<file path="config.mk">
export PLATFORM = sky130hd
export DESIGN_NAME = spi_cs_fmt
export DESIGN_NICKNAME = d
export VERILOG_FILES = /design/src/verilog/spi_cs_fmt_pkg.sv /design/src/verilog/spi_cs_fmt.sv
export SDC_FILE = /design/constraint.sdc
export NUM_CORES = 1
export LEC_CHECK = 0
export ABC_CLOCK_PERIOD_IN_PS = 11900
export BUFFER_PORTS_ARGS = -buffer_cell sky130_fd_sc_hd__buf_2
export CORE_MARGIN = 2
export CORE_UTILIZATION = 45
export DETAILED_ROUTE_END_ITERATION = 8
export GPL_ROUTABILITY_DRIVEN = 0
export PLACE_DENSITY_LB_ADDON = 0.2
export REMOVE_ABC_BUFFERS = 1
export SLEW_MARGIN = 20
export SYNTH_ARGS = -nofsm -noshare
export SYNTH_HDL_FRONTEND = slang
export SYNTH_SLANG_ARGS = --single-unit
</file>
<file path="constraint.sdc">
create_clock -name i_clk -period 11.9 [get_ports i_clk]
set_input_delay 3.57 -clock i_clk [delete_from_list [all_inputs] [get_ports i_clk]]
set_output_delay 3.57 -clock i_clk [all_outputs]
set_load 0.02 [all_outputs]
</file>
<file path="src/verilog/spi_cs_fmt_pkg.sv">
/*
 * Constants of the slave-select and data-format slice of the serial
 * peripheral: register byte offsets, field positions, reset values,
 * write masks and the transfer engine states.
 * Assumes a 32-bit AHB-Lite register bus with word-aligned registers.
 */
package spi_cs_fmt_pkg;

	// ****************************************************************
	// Register byte offsets.
	// ****************************************************************
	localparam logic [7:0] ADDR_DEFSEL   = 8'h00;
	localparam logic [7:0] ADDR_TXCTL    = 8'h04;
	localparam logic [7:0] ADDR_STATUS   = 8'h08;
	localparam logic [7:0] ADDR_RXDATA   = 8'h0C;
	localparam logic [7:0] ADDR_IRQ_STAT = 8'h10;
	localparam logic [7:0] ADDR_IRQ_MASK = 8'h14;
	localparam logic [3:0] ADDR_FMT_PAGE = 4'h2;

	// ****************************************************************
	// Reset values and write masks.
	// ****************************************************************
	localparam logic [7:0]  DEF_SEL_RESET  = 8'hFF;
	localparam logic [31:0] FMT_RESET      = 32'h0000_0000;
	localparam logic [31:0] FMT_WMASK_PRIV = 32'h3FF7_FF1F;
	localparam logic [31:0] FMT_WMASK_USER = 32'h3F77_FF1F;
	localparam int          NUM_FMT        = 4;

	// ****************************************************************
	// Field positions.
	// ****************************************************************
	localparam int FMT_INTER_TRANSFER_DELAY_LSB = 24;
	localparam int FMT_INTER_TRANSFER_DELAY_W   = 6;
	localparam int FMT_PARITY_POLARITY_BIT = 23;
	localparam int FMT_PARITY_ENABLE_BIT = 22;
	localparam int TX_SEL_LSB     = 16;
	localparam int TX_FMT_LSB     = 24;
	localparam int TX_DREQ_BIT    = 26;
	localparam int TX_HOLD_BIT    = 28;
	localparam int IRQ_DONE_BIT   = 0;
	localparam int IRQ_PERR_BIT   = 1;

	// ****************************************************************
	// Timing: the gap adds this many module clocks to the delay field.
	// ****************************************************************
	localparam logic [6:0] GAP_EXTRA = 7'h02;

	// ****************************************************************
	// Transfer engine states, Gray coded along idle, shift, gap.
	// ****************************************************************
	typedef enum logic [1:0] {
		ST_IDLE  = 2'h0,
		ST_SHIFT = 2'h1,
		ST_GAP   = 2'h3
	} state_e;

endpackage

</file>
<file path="src/verilog/spi_cs_fmt.sv">
/*
 * Slave-select and data-format slice of a serial peripheral, with a small
 * transfer engine, an AHB-Lite register slave and an interrupt output.
 * Assumes a free single-slave AHB-Lite bus on i_clk and a serial clock
 * that arrives on a pin from outside the clock domain, idle low.
 */
// Local design decisions: the register offsets and register access over AHB-Lite.
// What this block does
// - Idle selects follow default pattern.
// - Pattern bit i drives select output i.
// - Pattern bit 0 low, bit 1 high.
// - During transfer selects follow transfer pattern.
// - Hold bit keeps transfer selects afterwards.
// - Reserved bits read zero, ignore writes.
// - Four independent data format registers.
// - Gap only when delay request set.
// - Gap lasts delay field plus two.
// - Polarity 0 appends even parity.
// - Polarity bit written only when privileged.
// - Polarity 1 appends odd parity.
// - Parity mismatch sets parity error flag.
`timescale 1ns/1ps
module spi_cs_fmt #(
	parameter int CHAR_BITS = 8
) (
	// Clock and reset.
	input  wire logic        i_clk,
	input  wire logic        i_reset_n,
	// AHB-Lite slave.
	input  wire logic        i_hsel,
	input  wire logic [31:0] i_haddr,
	input  wire logic [1:0]  i_htrans,
	input  wire logic        i_hwrite,
	input  wire logic [2:0]  i_hsize,
	input  wire logic [3:0]  i_hprot,
	input  wire logic [31:0] i_hwdata,
	input  wire logic        i_hready,
	output logic      [31:0] o_hrdata,
	output logic             o_hreadyout,
	output logic             o_hresp,
	// Serial link.
	input  wire logic        i_link_clk,
	input  wire logic        i_miso,
	output logic             o_mosi,
	output logic      [7:0]  o_slave_select,
	// Interrupt.
	output logic             o_irq
);

	// ****************************************************************
	// State.
	// ****************************************************************
	typedef struct packed {
		logic [7:0]                                   defsel;
		logic [spi_cs_fmt_pkg::NUM_FMT-1:0][31:0]     fmt;
		logic [15:0]                                  txdata;
		logic [7:0]                                   tsel;
		logic [1:0]                                   fsel;
		logic                                         dreq;
		logic                                         hold;
		logic [1:0]                                   cur_fmt;
		spi_cs_fmt_pkg::state_e                       st;
		logic [4:0]                                   bit_cnt;
		logic [15:0]                                  rxdata;
		logic                                         rx_par;
		logic [6:0]                                   gap_cnt;
		logic                                         held;
		logic [1:0]                                   irq_stat;
		logic [1:0]                                   irq_mask;
		logic [2:0]                                   sclk_sync;
		logic [1:0]                                   miso_sync;
		logic                                         mosi;
		logic [7:0]                                   ss;
		logic                                         dp_valid;
		logic                                         dp_write;
		logic                                         dp_priv;
		logic [7:0]                                   dp_addr;
		logic [31:0]                                  rdata;
	} state_s;

	localparam state_s RESET_S = '{
		defsel:  spi_cs_fmt_pkg::DEF_SEL_RESET,
		ss:      spi_cs_fmt_pkg::DEF_SEL_RESET,
		fmt:     {spi_cs_fmt_pkg::NUM_FMT{spi_cs_fmt_pkg::FMT_RESET}},
		st:      spi_cs_fmt_pkg::ST_IDLE,
		default: '0
	};

	state_s      q;
	state_s      d;
	logic [1:0]  rst_sync_q;
	logic        rst_n;
	logic        wr;
	logic        start;
	logic        sclk_rise;
	logic        sclk_fall;
	logic [31:0] cfmt;
	logic        parity_enable;
	logic        parity_polarity;
	logic        tx_par;
	logic        rx_exp;
	logic [4:0]  last_bit;
	logic [1:0]  w1c;
	logic [1:0]  ev;
	logic [31:0] wmask;
	logic [31:0] rdv;

	// ****************************************************************
	// Reset release.
	// ****************************************************************
	always_ff @(posedge i_clk or negedge i_reset_n) begin
		if (!i_reset_n) begin
			rst_sync_q <= 2'h0;
		end else begin
			rst_sync_q <= {rst_sync_q[0], 1'b1};
		end
	end
	assign rst_n = rst_sync_q[1];

	// ****************************************************************
	// Next state.
	// ****************************************************************
	always_comb begin
		d = q;
		start = 1'b0;
		w1c = 2'h0;
		ev = 2'h0;
		wmask = 32'h0000_0000;
		rdv = 32'h0000_0000;
		wr = q.dp_valid & q.dp_write;
		sclk_rise = q.sclk_sync[1] & ~q.sclk_sync[2];
		sclk_fall = ~q.sclk_sync[1] & q.sclk_sync[2];
		cfmt = q.fmt[q.cur_fmt];
		parity_enable = cfmt[spi_cs_fmt_pkg::FMT_PARITY_ENABLE_BIT];
		parity_polarity = cfmt[spi_cs_fmt_pkg::FMT_PARITY_POLARITY_BIT];
		tx_par = (^q.txdata[CHAR_BITS-1:0]) ^ parity_polarity;
		rx_exp = (^q.rxdata[CHAR_BITS-1:0]) ^ parity_polarity;
		last_bit = 5'(CHAR_BITS - 1) + {4'h0, parity_enable};
		d.sclk_sync = {q.sclk_sync[1], q.sclk_sync[0], i_link_clk};
		d.miso_sync = {q.miso_sync[0], i_miso};

		// Register writes in the data phase.
		if (wr) begin
			if (q.dp_addr == spi_cs_fmt_pkg::ADDR_DEFSEL) begin
				d.defsel = i_hwdata[7:0];
			end
			if (q.dp_addr == spi_cs_fmt_pkg::ADDR_TXCTL &&
			    q.st == spi_cs_fmt_pkg::ST_IDLE) begin
				d.txdata = i_hwdata[15:0];
				d.tsel = i_hwdata[spi_cs_fmt_pkg::TX_SEL_LSB +: 8];
				d.fsel = i_hwdata[spi_cs_fmt_pkg::TX_FMT_LSB +: 2];
				d.dreq = i_hwdata[spi_cs_fmt_pkg::TX_DREQ_BIT];
				d.hold = i_hwdata[spi_cs_fmt_pkg::TX_HOLD_BIT];
				start = 1'b1;
			end
			if (q.dp_addr == spi_cs_fmt_pkg::ADDR_IRQ_STAT) begin
				w1c = i_hwdata[1:0];
			end
			if (q.dp_addr == spi_cs_fmt_pkg::ADDR_IRQ_MASK) begin
				d.irq_mask = i_hwdata[1:0];
			end
			wmask = q.dp_priv ? spi_cs_fmt_pkg::FMT_WMASK_PRIV :
			                    spi_cs_fmt_pkg::FMT_WMASK_USER;
			for (int n = 0; n < spi_cs_fmt_pkg::NUM_FMT; n++) begin
				if (q.dp_addr[7:4] == spi_cs_fmt_pkg::ADDR_FMT_PAGE &&
				    q.dp_addr[3:2] == 2'(n)) begin
					d.fmt[n] = (q.fmt[n] & ~wmask) | (i_hwdata & wmask);
				end
			end
		end

		// Transfer engine.
		unique case (q.st)
			spi_cs_fmt_pkg::ST_IDLE: begin
				if (start) begin
					d.st = spi_cs_fmt_pkg::ST_SHIFT;
					d.bit_cnt = 5'h00;
					d.cur_fmt = d.fsel;
					d.rxdata = 16'h0000;
					d.mosi = d.txdata[CHAR_BITS-1];
				end
			end
			spi_cs_fmt_pkg::ST_SHIFT: begin
				if (sclk_rise) begin
					if (int'(q.bit_cnt) < CHAR_BITS) begin
						d.rxdata = {q.rxdata[14:0], q.miso_sync[1]};
					end else begin
						d.rx_par = q.miso_sync[1];
					end
				end
				if (sclk_fall) begin
					if (q.bit_cnt == last_bit) begin
						ev[spi_cs_fmt_pkg::IRQ_DONE_BIT] = 1'b1;
						ev[spi_cs_fmt_pkg::IRQ_PERR_BIT] =
							parity_enable & (q.rx_par != rx_exp);
						d.held = q.hold;
						d.mosi = 1'b0;
						if (q.dreq) begin
							d.st = spi_cs_fmt_pkg::ST_GAP;
							d.gap_cnt = {1'b0, cfmt[spi_cs_fmt_pkg::FMT_INTER_TRANSFER_DELAY_LSB +:
								spi_cs_fmt_pkg::FMT_INTER_TRANSFER_DELAY_W]} +
								spi_cs_fmt_pkg::GAP_EXTRA - 7'h01;
						end else begin
							d.st = spi_cs_fmt_pkg::ST_IDLE;
						end
					end else begin
						d.bit_cnt = q.bit_cnt + 5'h01;
						if (int'(d.bit_cnt) < CHAR_BITS) begin
							d.mosi = q.txdata[CHAR_BITS - 1 - int'(d.bit_cnt)];
						end else begin
							d.mosi = tx_par;
						end
					end
				end
			end
			spi_cs_fmt_pkg::ST_GAP: begin
				if (q.gap_cnt == 7'h00) begin
					d.st = spi_cs_fmt_pkg::ST_IDLE;
				end else begin
					d.gap_cnt = q.gap_cnt - 7'h01;
				end
			end
		endcase

		// Sticky events: a set in the clearing cycle wins.
		d.irq_stat = (q.irq_stat & ~w1c) | ev;

		// Select outputs, registered so unchanged lines never glitch.
		d.ss = (d.st == spi_cs_fmt_pkg::ST_SHIFT || d.held) ?
		       d.tsel : d.defsel;

		// Address phase capture and read data.
		d.dp_valid = i_hsel & i_htrans[1] & i_hready;
		if (d.dp_valid) begin
			d.dp_write = i_hwrite;
			d.dp_priv = i_hprot[1];
			d.dp_addr = i_haddr[7:0];
		end
		case (i_haddr[7:0])
			spi_cs_fmt_pkg::ADDR_DEFSEL:   rdv = {24'h000000, d.defsel};
			spi_cs_fmt_pkg::ADDR_TXCTL:    rdv = {3'h0, d.hold, 1'b0, d.dreq,
				d.fsel, d.tsel, d.txdata};
			spi_cs_fmt_pkg::ADDR_STATUS:   rdv = {30'h0, d.held,
				d.st != spi_cs_fmt_pkg::ST_IDLE};
			spi_cs_fmt_pkg::ADDR_RXDATA:   rdv = {16'h0000, d.rxdata};
			spi_cs_fmt_pkg::ADDR_IRQ_STAT: rdv = {30'h0, d.irq_stat};
			spi_cs_fmt_pkg::ADDR_IRQ_MASK: rdv = {30'h0, d.irq_mask};
			default: begin
				if (i_haddr[7:4] == spi_cs_fmt_pkg::ADDR_FMT_PAGE) begin
					rdv = d.fmt[i_haddr[3:2]];
				end
			end
		endcase
		if (d.dp_valid && !i_hwrite) begin
			d.rdata = rdv;
		end
	end

	// ****************************************************************
	// Registers.
	// ****************************************************************
	always_ff @(posedge i_clk or negedge rst_n) begin
		if (!rst_n) begin
			q <= RESET_S;
		end else begin
			q <= d;
		end
	end

	// ****************************************************************
	// Outputs.
	// ****************************************************************
	assign o_hrdata = q.rdata;
	assign o_hreadyout = 1'b1;
	assign o_hresp = 1'b0;
	assign o_mosi = q.mosi;
	assign o_slave_select = q.ss;
	assign o_irq = |(q.irq_stat & q.irq_mask);

	// ****************************************************************
	// Assertions.
	// ****************************************************************
	logic [6:0] gap_len_q;
	logic [6:0] gap_goal_q;
	always_ff @(posedge i_clk or negedge rst_n) begin
		if (!rst_n) begin
			gap_len_q <= 7'h00;
			gap_goal_q <= 7'h00;
		end else begin
			gap_len_q <= (q.st == spi_cs_fmt_pkg::ST_GAP) ?
			             gap_len_q + 7'h01 : 7'h00;
			if (q.st == spi_cs_fmt_pkg::ST_SHIFT) begin
				gap_goal_q <= {1'b0, cfmt[spi_cs_fmt_pkg::FMT_INTER_TRANSFER_DELAY_LSB +:
					spi_cs_fmt_pkg::FMT_INTER_TRANSFER_DELAY_W]} + spi_cs_fmt_pkg::GAP_EXTRA;
			end
		end
	end
endmodule

</file>
==> summary.md, run 1 <==
| Metric | Value |
|---|---|
| Status | finished, final reports clean |
| Clk_skew | about 0.014 ns |
| Internal | 1.45 mW |
| Register-to-register setup slack | a little under 9 ns |
| Total grt overflow | 0 |
| Clock root buffer | clkbuf_16 |
| CP Launch Type | primary input |
| Mux contribution to synthesized area | between 20% and 30% |
| Hold WC Path Type | flop to asynchronous set/reset pin |
| Post-cts resize count | 0 |
| Tot Pwr | slightly below 2 mW |
| DRT iter0 DRCs | approximately 470 |
| Synth top area cells | dfrtp_1 (47%), mux2_2 (8.9%), mux4_2 (6.2%), dfstp_2 (3.6%), nand2_1 (3.5%) |
| Max cap viols | 0 |
| Max VDD drop | approximately 0.00012 V |
| Sw frac | between 20% and 30% |
| Synth area leader | dfrtp_1 |
| Area of placed instances | 0.0120 mm2 |
| Detailed-route DRC error count | 0 |
| Post-Syn Area per Cell | 12.1 um2 |
| Die height | roughly 160 um |
| Slew margin rel. | 31.5% |
| Row count | 58 |
| Origin of the worst setup path | i_haddr[4] |
| Fill count | approximately 2200 |
| Cell area after layout | 0.0128 mm2 |
| Setup TNS | 0 ns |
| Vias/cell | 5.59 |
| RR Endpoint | o_hrdata[3]$_DFFE_PN0P_ |
| Share of the synthesized area in the top cell type | between 40% and 50% |
| Req. time, crit path | 12.34 ns |
| WL per Instance | 20.6 um |
| Clock network fraction of design power | between 40% and 50% |
| Layout cells sized above 1 | around 30% |
| Fin. Hold Viols | 0 |
| Final setup vio count | 0 |
| Clk slew on worst S/H paths | approximately 0.060 ns |
| Worst-Margin Slew | roughly 1.0 ns |
| Post-Synth Adder-Cell Area | 0.325% |
| Worst-skew pair later-pin latency | 0.53 ns |
| WS Path Type | primary input to flop |
| Hold-fix buffers, CTS | 0 |
| LEAKAGE | approximately 5.8 nW |
| Setup repair after global routing missed its margin | false |
| Switching Power | approximately 520 uW |
| Vias in the first global route | 7549 |
| IO Count | 124 |
| Setup slack after layout | 6.16 ns |
| Post-DP HPWL | about 18000 um |
| Min Hold Slack | 0.200 ns |
| Area Growth Syn to Fin | 10.9% |
| Nets | about 1100 |
| Part of the power in registers | between 40% and 50% |
| Slew Limit Fails | 0 |
| Pwr Density | 153 mW/mm2 |
| Synthesized flop and latch total | ~240 |
| Fin crit share | roughly 48% |
| Clock sinks | around 240 |
| Core Region | 0.0252 mm2 |
| Crit path time final | ~5.7 ns |
| Reg-to-reg critical path startpoint | q[36]$_DFFE_PN0P_ |
| Post-synth EDFFs | 0 |
| H-tree depth reported by CTS | 1 |
| Max Fanout on Critical Path | 14 |
| CTS tree | yes |
| Sequential fraction of the synthesis area | approximately 51% |
| Post-route ant nets | 0 |
| Via count | 7521 |
| Top achievable clock speed | around 0.17 GHz |
| Combinational family with the most area after synthesis | multiplexers |
| Max clock buf depth | 3 |
| Diodes inserted | 0 |
| Simple-gate share of the synthesized area | 10.7% |
| Synth Instances | around 960 |
| Yosys warns | 0 |
| Chip Width | 164 um |
| Crit path DAT | approximately 6.2 ns |
| Initial antenna violation count | 2 |
| First-pass iteration count of the detailed router | 5 |
| Logic pwr share | between 10% and 20% |
| Commonest cells after routing, fill and taps aside | dfrtp_1 (218), nand2_1 (108), mux2_2 (91), buf_2 (86), o21ai_0 (59) |
| FF-to-FF path depth | 6 |
| Post-Synthesis Cell Area | 0.0116 mm2 |
| Die Footprint | 0.0270 mm2 |
| First-pass GRT wire length | 43400 um |
| XOR/XNOR share of the synthesized area | 2.13% |
| Post-placement setup slack | around 5.6 ns |
| Post-Route WL | roughly 28000 um |
| Starting density of the core | a little under half |
| Commonest non-fill, non-tap cell in the layout | dfrtp_1 |
| Endpoint class of the critical path | flop |
| Compound-gate portion of the synthesized area | approximately 9.1% |
| Port Buffers | 86 |
| Dominant synthesized flop cell | dfrtp_1 |
| Total GRT Usage | 21.0% |
| Ys async rst share | 100% |
| Post-CTS Setup Inserts | 0 |
| Unique masters post-synth | 77 |
| Largest net degree at the start of global routing | 75 |
| CTS Buf Count | 26 |
worst max-delay path: stages:
cell       delay [ns]
buf_2            0.18
nor4b_1          0.66
and2_1           0.75
buf_4            0.37
o31a_1           0.18
or3b_1           0.38
o2111ai_1        0.09
worst max path at each step:
| stage | cells after the start | to |
|---|---|---|
| finish | 7 | o_hrdata[0]$_DFFE_PN0P_ |
| floorplan | 0 | d[53]$_DFF_PN0_ |
| global route | 7 | o_hrdata[0]$_DFFE_PN0P_ |
| global placement | 8 | o_hrdata[24]$_DFFE_PN0P_ |
| detailed placement | 8 | o_hrdata[23]$_DFFE_PN0P_ |
| CTS | 7 | o_hrdata[28]$_DFFE_PN0P_ |
Yosys cell counts, types with 4 or more instances:
cell       count
nor2_1        26
a221o_1       13
buf_1          8
nand2_1      108
and4b_1        6
a31oi_1        4
and2_1         5
nor4b_1        4
mux2i_1       35
a211oi_1       4
a21oi_1       10
nor3_1         6
a22oi_1        4
inv_1         35
buf_4         43
mux4_2        32
or2_2          5
nor2b_1       19
nor4_1         6
mux2_2        91
nand2b_1       4
dfstp_2       16
buf_2         11
o21ai_0       59
o22ai_1        4
buf_6          6
xor2_1         6
a211o_1        4
dfrtp_1      219
o2bb2ai_1      4
mux2_1        20
xnor2_1       17
nand4_1        6
nand3_1       13
clkbuf_1      27
a32o_1         8
a21o_1         8
sequential cells by signal (all words and copies together) (netlist names):
| register | cells |
|---|---|
| q | 191 |
| o_mosi | 1 |
| o_hrdata | 30 |
| rst_sync_q | 2 |
| d | 3 |
| o_slave_select | 8 |
layer usage:
| metal | part of all wire, % | GRT usage (%) | up-vias |
|---|---|---|---|
| met2 | 47 | 32.6 | 166 |
| met5 | 0.087 | 0 | - |
| met4 | 1.8 | 5.26 | 4 |
| met3 | 4.9 | 3.48 | 45 |
| li1 | - | - | 3492 |
| met1 | 47 | 30.6 | 3814 |
metrics by stage:
| step | util, % | std cells |
|---|---|---|
| after floorplan | - | 867 |
| after global placement | 47.5 | 1298 |
| after detailed placement | 47.5 | 1298 |
| after CTS | 50.9 | 1345 |
| after global routing | 50.9 | 1345 |
| final | 50.9 | 1345 |
power groups by stage:
stage | combinational [mW] | clock (mW) | sequential, mW
2_1_floorplan | 0.180 | 0 | 0.931
3_3_place_gp | 0.262 | 0 | 0.924
3_5_place_dp | 0.266 | 0 | 0.925
4_1_cts | 0.267 | 0.805 | 0.912
5_1_grt | 0.293 | 0.842 | 0.920
6_report | 0.264 | 0.788 | 0.913
area by class of cell:
class	count	area, um2	area share, %
Clock buffer	38	797	6.22
Multi-Input combinational cell	596	4980	38.8
Timing Repair Buffer	101	543	4.24
Tap cell	330	413	3.22
Inverter	36	135	1.05
Clock inverter	9	52.6	0.410
Sequential cell	235	5900	46.1
cell families (layout without fill, tap and decap cells):
| kind of cell | after synthesis | in the layout |
|---|---|---|
| flops | 235 | 235 |
| simple gates | 232 | 232 |
| mux | 181 | 181 |
| compound gates | 150 | 150 |
| buf+inv | 131 | 184 |
| xor+xnor | 25 | 25 |
| fa+ha+maj | 3 | 3 |
| other cells | 2 | 5 |
(Power assumes the default switching activity.)
==> run 2: changes to the inputs <==
Settings changed: ABC_AREA set to 1, ABC_CLOCK_PERIOD_IN_PS 11900 to 5300.
Clock period 11.9 ns to 5.3 ns, I/O delays scaled along.
==> run 2 against run 1 <==
Compared with the run above: register-to-register slack lost 6.3 ns; flip-flop and latch count unchanged; routed wire length is 11% higher; clock skew fell by 0.0039 ns; critical path type unchanged.
==> summary.md, run 2 <==
| Metric | Value |
|---|---|
| Share of the synthesized area in the top cell type | 47.5% (+0.11 points) |
| DRT iter0 DRCs | 688 (+47%) |
| Synth cell count leaders | nand2_1 (371), dfrtp_1 (219), inv_1 (167) |
| Origin of the worst setup path | i_hsel |
| Req. time, crit path | 5.75 ns (-6.59 ns) |
| Starting density of the core | 45.8% (-0.10 points) |
| Endpoint class of the critical path | flop |
| XOR/XNOR share of the synthesized area | 1.67% (-0.46 points) |
| Part of the power in registers | 43.7% (-2.7 points) |
| Switching Power | 1.62 mW (+210%) |
| Max clock buf depth | 3 (unchanged) |
| Dominant synthesized flop cell | dfrtp_1 |
| Commonest non-fill, non-tap cell in the layout | nand2_1 |
| Compound-gate portion of the synthesized area | 13.9% (+4.8 points) |
| Nets | 1544 (+43%) |
| Unique masters post-synth | 41 (-47%) |
| Setup repair after global routing missed its margin | false |
| Row count | 58 (unchanged) |
| Max FFs per register | 191 (unchanged) |
| Post-cts resize count | 0 (unchanged) |
| CP Launch Type | primary input |
| Crit path DAT | 3.57 ns (-2.61 ns) |
| CTS tree | yes |
| Vias/cell | 5.13 (-8.2%) |
| Fin. Hold Viols | 0 (unchanged) |
| Core Region | 0.0252 mm2 (unchanged) |
| Total GRT Usage | 23.5% (+2.5 points) |
| Status | finished, final reports clean |
| Worst-skew pair later-pin latency | 0.55 ns (+0.02 ns) |
| Total grt overflow | 0 (unchanged) |
| Max incr delay on CP | 0.60 ns (-0.15 ns) |
| Diodes inserted | 0 (unchanged) |
| Register-to-register setup slack | 2.40 ns (-6.27 ns) |
| Setup TNS | 0 ns (unchanged) |
| Top achievable clock speed | around 0.32 GHz |
| Detailed-route DRC error count | 0 (unchanged) |
| CTS Buf Count | 27 (+3.8%) |
| Largest net degree at the start of global routing | 153 (+100%) |
| Die height | 164 um (-0.11%) |
| Fin crit share | around 60% |
| Critical path buffers and inverters | 4 (+2) |
| Clk_skew | 0.00978 ns (-0.00392 ns) |
| Post-CTS Setup Inserts | 0 (unchanged) |
| Via count | 9302 (+24%) |
| LEAKAGE | 6.74 nW (+16%) |
| Crit path depth | 9 (+2) |
| WS Path Type | primary input to flop |
| CP top delay family | buffers and inverters |
| Synthesized flop and latch total | 235 (unchanged) |
| Pwr Density | 409 mW/mm2 (+170%) |
| Synth top area cells | dfrtp_1 (48%), nand2_1 (12%), inv_1 (5.4%), o21ai_0 (4.6%), o21ai_1 (3.9%) |
| Hold WC Path Type | flop to asynchronous set/reset pin |
| Post-Route WL | 30800 um (+11%) |
| Cell with the most instances after synthesis | nand2_1 |
| FF-to-FF path depth | 11 (+5) |
| IO Count | 124 (unchanged) |
| WL per Instance | 17.0 um (-17%) |
| Slowest library cell on the worst path | inv_1 |
| Layout cells sized above 1 | 14.8% (-15 points) |
| Internal | 3.65 mW (+150%) |
| Die Footprint | 0.0269 mm2 (-0.22%) |
| Sequential fraction of the synthesis area | 51.2% (+0.12 points) |
| Tot Pwr | 5.27 mW (+170%) |
| Simple-gate share of the synthesized area | 22.1% (+11 points) |
| Commonest cells after routing, fill and taps aside | nand2_1 (371), dfrtp_1 (218), inv_1 (167), o21ai_0 (106), o21ai_1 (90) |
| First-pass iteration count of the detailed router | 5 (unchanged) |
| H-tree depth reported by CTS | 1 (unchanged) |
| Clk slew on worst S/H paths | 0.05 ns (about the same) |
| Sw frac | 30.7% (+4.3 points) |
| Max Fanout on Critical Path | 18 (+4) |
| Port Buffers | 86 (unchanged) |
| Combinational family with the most area after synthesis | simple AND/OR/NAND/NOR gates |
| Logic pwr share | 20.5% (+7.0 points) |
| Max cap viols | 0 (unchanged) |
| Post-Synthesis Cell Area | 0.0115 mm2 (-0.23%) |
| Chip Width | 164 um (-0.11%) |
| Max VDD drop | 0.000232 V (+100%) |
| Ys async rst share | 100% (unchanged) |
| Yosys warns | 0 (unchanged) |
| RR Endpoint | o_slave_select[0]$_DFF_PN1_ |
| Clock sinks | 235 (unchanged) |
| Post-Synth Adder-Cell Area | 0.326% (+0.00074 points) |
| First-pass GRT wire length | 49200 um (+13%) |
| Mux contribution to synthesized area | 0.0868% (-20 points) |
| Slew margin rel. | 38.5% (+7.0 points) |
| Synth Instances | 1425 (+49%) |
| Worst-Margin Slew | 0.923 ns (-0.0964 ns) |
| Most flop-heavy register | q |
| Post-synth EDFFs | 0 (unchanged) |
| Area Growth Syn to Fin | 11.7% |
| Clock root buffer | clkbuf_16 |
| Post-Syn Area per Cell | 8.09 um2 (-33%) |
| Reg-to-reg critical path startpoint | q[93]$_DFFE_PN0P_ |
| Critical Path Sink | o_hrdata[13]$_DFFE_PN0P_ |
| Critical Path, Cell by Cell | buf_2 -> nand3_1 -> buf_4 -> nor2_1 -> nand2_1 -> inv_1 -> buf_4 -> nand3_1 -> o211ai_1 |
| Synth area leader | dfrtp_1 |
| Hold-fix buffers, CTS | 0 (unchanged) |
| Slew Limit Fails | 0 (unchanged) |
| Initial antenna violation count | 0 (-2) |
| Post-DP HPWL | 20300 um (+14%) |
| Vias in the first global route | 9079 (+20%) |
| Clock network fraction of design power | 35.9% (-4.2 points) |
| Final setup vio count | 0 (unchanged) |
| Post-route ant nets | 0 (unchanged) |
| Crit path time final | 3.12 ns |
==> run 2: cell types whose count changed in the layout (fill, tap and decap cells not counted), sizes merged, moves of 32 or more <==
cell,previous run,this run
nand2,109,374
o21ai,59,197
inv,34,177
mux4,32,0
mux2,114,0
nand3,16,72
nor2,27,91
mux2i,35,1
or2,5,46
==> run 2: how the worst min path moves through the flow <==
stage | start | to | slack [ns] | depth (start not counted)
3_3_place_gp | rst_sync_q[1]$_DFF_PN0_ | q[230]$_DFF_PN0_ | 0.25 | 0
3_5_place_dp | rst_sync_q[1]$_DFF_PN0_ | q[230]$_DFF_PN0_ | 0.25 | 0
6_report | rst_sync_q[1]$_DFF_PN0_ | q[230]$_DFF_PN0_ | 0.24 | 0
2_1_floorplan | d[55]$_DFF_PN0_ | d[56]$_DFF_PN0_ | 0.33 | 0
4_1_cts | rst_sync_q[1]$_DFF_PN0_ | q[230]$_DFF_PN0_ | 0.26 | 0
5_1_grt | rst_sync_q[1]$_DFF_PN0_ | o_hrdata[25]$_DFFE_PN0P_ | 0.28 | 0
==> run 2: power by group through the flow <==
stage	Clock [mW]	Sequential, mW	Combinational (mW)
detailed placement	0	2.33	1.07
global placement	0	2.32	1.05
global route	2.00	2.34	1.24
CTS	1.93	2.30	1.08
finish	1.89	2.30	1.08
floorplan	0	2.36	0.730
==> run 2: logic make-up (layout without fill, tap and decap cells) <==
family	Yosys count	count (layout)
compound gates	289	289
xor+xnor	22	22
fa+ha+maj	3	3
buf+inv	271	325
flops	235	235
mux	1	1
other cells	2	5
simple gates	602	602
==> run 2: worst register-to-register path: cells and delay by family, from the launching register on <==
kind / cells / cell delay, ns
buffers and inverters: 1 / 0.35
flip-flops: 1 / 0.85
AND/OR/NAND/NOR: 10 / 1.64
==> run 2: routing by layer <==
layer | up-vias | share of wire (%) | global-route usage [%]
li1 | 4604 | - | -
met5 | - | 0 | 0
met4 | 0 | 2.3 | 6.34
met2 | 222 | 47 | 37.9
met1 | 4422 | 46 | 33.1
met3 | 54 | 5.0 | 3.36
==> run 2: stage by stage <==
| step | instance area (um2) | std cells | hold slack [ns] | util (%) | setup WS, ns |
|---|---|---|---|---|---|
| floorplan | 11000 | 1333 | 0.331 | - | -1.71 |
| global placement | 11900 | 1762 | 0.252 | 47.4 | 1.48 |
| detailed placement | 11900 | 1762 | 0.250 | 47.4 | 1.43 |
| CTS | 12900 | 1812 | 0.256 | 51.1 | 1.98 |
| global route | 12900 | 1812 | 0.280 | 51.1 | 2.01 |
| finish | 12900 | 1812 | 0.240 | 51.1 | 2.18 |
==> run 2: final cells by class <==
| cell class | instances | area [um2] |
|---|---|---|
| clock buffer | 40 | 795 |
| clock inverter | 10 | 120 |
| fill | 2417 | 12300 |
| inverter | 176 | 661 |
| multi-input combinational | 922 | 4450 |
| sequential | 235 | 5900 |
| tap | 330 | 413 |
| timing repair buffer | 99 | 541 |
==> run 3: changes to the inputs <==
Settings changed: ABC_CLOCK_PERIOD_IN_PS 5300 to 2550.
Clock period 5.3 ns to 2.55 ns, I/O delays scaled along.
==> run 3 against run 2 <==
Compared with the run above: sequential power is 110% higher; global-route usage about the same; routed wire length grew 0.58%; critical path type is now flop to flop.
==> summary.md, run 3 (synthesized netlist as in run 2, its figures left out) <==
| Metric | Value |
|---|---|
| Status | finished, final reports clean |
| Total GRT Usage | 23.4% (-0.037 points) |
| Post-DP HPWL | 21700 um (+6.7%) |
| Clock root buffer | clkbuf_16 |
| Fin crit share | a little over four fifths |
| Clk slew on worst S/H paths | 0.06 ns (about the same) |
| Met2 Use GR | 38.7% (+0.78 points) |
| IO Count | 124 (unchanged) |
| Final setup vio count | 0 (unchanged) |
| CP Launch Type | flop |
| Slew margin rel. | 62.9% (+24 points) |
| First-pass iteration count of the detailed router | 5 (unchanged) |
| Max cap viols | 0 (unchanged) |
| Initial antenna violation count | 0 (unchanged) |
| Post-route ant nets | 0 (unchanged) |
| Starting density of the core | 45.8% (unchanged) |
| First-pass GRT wire length | 48900 um (-0.69%) |
| Layout cells sized above 1 | 16.2% (+1.4 points) |
| Nets | 1576 (+2.1%) |
| Core Region | 0.0252 mm2 (unchanged) |
| Diodes inserted | 0 (unchanged) |
| Setup repair after global routing missed its margin | false |
| Post-cts resize count | 0 (unchanged) |
| Top achievable clock speed | 0.465 GHz |
| Chip Width | 164 um (unchanged) |
| Hold WC Path Type | flop to asynchronous set/reset pin |
| Crit path time final | ~2.2 ns |
| GRT met3 Usage | 3.33% (-0.025 points) |
| Area Growth Syn to Fin | 13.7% |
| Crit path DAT | 2.55 ns (-1.02 ns) |
| CTS tree | yes |
| Post-placement setup slack | 0.189 ns (-1.24 ns) |
| Port Buffers | 86 (unchanged) |
| Commonest cells after routing, fill and taps aside | nand2_1 (371), dfrtp_1 (218), inv_1 (167), o21ai_0 (106), o21ai_1 (90) |
| Endpoint class of the critical path | flop |
| Max clock buf depth | 3 (unchanged) |
| Worst-skew pair later-pin latency | 0.54 ns (about the same) |
| Clock sinks | 235 (unchanged) |
| Row count | 58 (unchanged) |
| Final design utilization | 52.1% (+0.92 points) |
| LEAKAGE | 6.90 nW (+2.3%) |
| Commonest non-fill, non-tap cell in the layout | nand2_1 |
| Req. time, crit path | 2.95 ns (-2.80 ns) |
| Die Footprint | 0.0269 mm2 (unchanged) |
| Post-Route WL | 30900 um (+0.58%) |
| DRT iter0 DRCs | 704 (+2.3%) |
| Setup slack after layout | 0.398 ns (-1.78 ns) |
| Met1 usage | 32.7% (-0.47 points) |
| Largest net degree at the start of global routing | 61 (-60%) |
| Max VDD drop | 0.000477 V (+110%) |
| Clk_skew | 0.0251 ns (+0.0153 ns) |
| Via count | 9454 (+1.6%) |
| Max FFs per register | 191 (unchanged) |
| Max Fanout on Critical Path | 14 (-4) |
| H-tree depth reported by CTS | 1 (unchanged) |
| Min Hold Slack | 0.306 ns (+0.0656 ns) |
| Die height | 164 um (unchanged) |
| Worst-Margin Slew | 0.556 ns (-0.367 ns) |
| Slew Limit Fails | 0 (unchanged) |
| Most flop-heavy register | q |
| Detailed-route DRC error count | 0 (unchanged) |
| Total grt overflow | 0 (unchanged) |
| Vias/cell | 5.14 (+0.20%) |
| Pwr Density | 809 mW/mm2 (+98%) |
| Vias in the first global route | 9052 (-0.30%) |
| WS Path Type | flop to flop |
| WL per Instance | 16.8 um (-0.85%) |
| CTS Buf Count | 26 (-3.7%) |
| FF-to-FF path depth | 11 (unchanged) |
| Grt peak-use layer | met2 |
| Fin. Hold Viols | 0 (unchanged) |
[run 3: cell count changes in the layout (fill, tap and decap cells not counted), moves of 2 or more]
| cell | delta |
|---|---|
| buf_12 | +9 |
| buf_4 | +23 |
| bufinv_16 | -2 |
| clkinvlp_4 | -2 |
| nand3_2 | +2 |
| nand3_4 | -2 |
[run 3: repair_timing]
| item | in CTS | in global routing |
|---|---|---|
| endpoints found under the hold margin | 2 | 0 |
| hold buffers | 1 | 0 |
| buffers inserted | 0 | 0 |
| endpoints found under the setup margin | 0 | 0 |
[run 3: path summary, 6_finish.rpt]
kind,start,endpoint,slack [ns]
setup / recovery,q[33]$_DFFE_PN0P_,o_hrdata[5]$_DFFE_PN0P_,0.40
hold / removal,rst_sync_q[1]$_DFF_PN0_,q[228]$_DFF_PN0_,0.31
setup reg to reg,q[33]$_DFFE_PN0P_,o_hrdata[5]$_DFFE_PN0P_,0.40
hold reg to reg,rst_sync_q[1]$_DFF_PN0_,q[228]$_DFF_PN0_,0.31
max in group asynchronous,rst_sync_q[1]$_DFF_PN0_,q[66]$_DFFE_PN0P_,1.42
min in group i_clk,d[53]$_DFF_PN0_,q[53]$_DFF_PN0_,0.35
[run 3: layer usage]
metal | routed length [um] | part of all wire (%)
met5 | 0 | 0
met4 | 532 | 1.7
met3 | 1490 | 4.8
met2 | 14700 | 48
met1 | 14200 | 46
[run 3: worst max-delay path: stages, from the launching register on]
cell	delay (ns)
dfrtp_1	0.38
nor2_1	0.25
nand2_1	0.14
nor2_4	0.16
nand2_2	0.08
inv_2	0.28
buf_4	0.23
nand2_1	0.06
o21ai_1	0.11
o21ai_1	0.08
a21oi_1	0.18
o21ai_1	0.08
[run 3: cell type report]
| type | instances | area (um2) |
|---|---|---|
| Tap cell | 330 | 413 |
| Fill cell | 2370 | 12100 |
| Clock inverter | 5 | 36.3 |
| Clock buffer | 38 | 766 |
| Multi-Input combinational cell | 922 | 4430 |
| Sequential cell | 235 | 5900 |
| Timing Repair Buffer | 132 | 903 |
| Inverter | 176 | 661 |
[run 3: power breakdown]
part           total, mW  internal [mW]  switching (mW)
logic               2.31          0.834            1.47
registers           4.76           4.44           0.315
clock network       3.54           2.06            1.48
total               10.6           7.34            3.27
[run 3: stage by stage]
step / total power [mW] / cells / setup TNS, ns / cell area (um2)
CTS: 10.7 / 1838 / 0 / 13100
global route: 11.2 / 1838 / 0 / 13100
finish: 10.6 / 1838 / 0 / 13100
floorplan: 6.41 / 1333 / -1008.09 / 11000
global placement: 7.07 / 1794 / 0 / 12300
detailed placement: 7.13 / 1794 / 0 / 12300
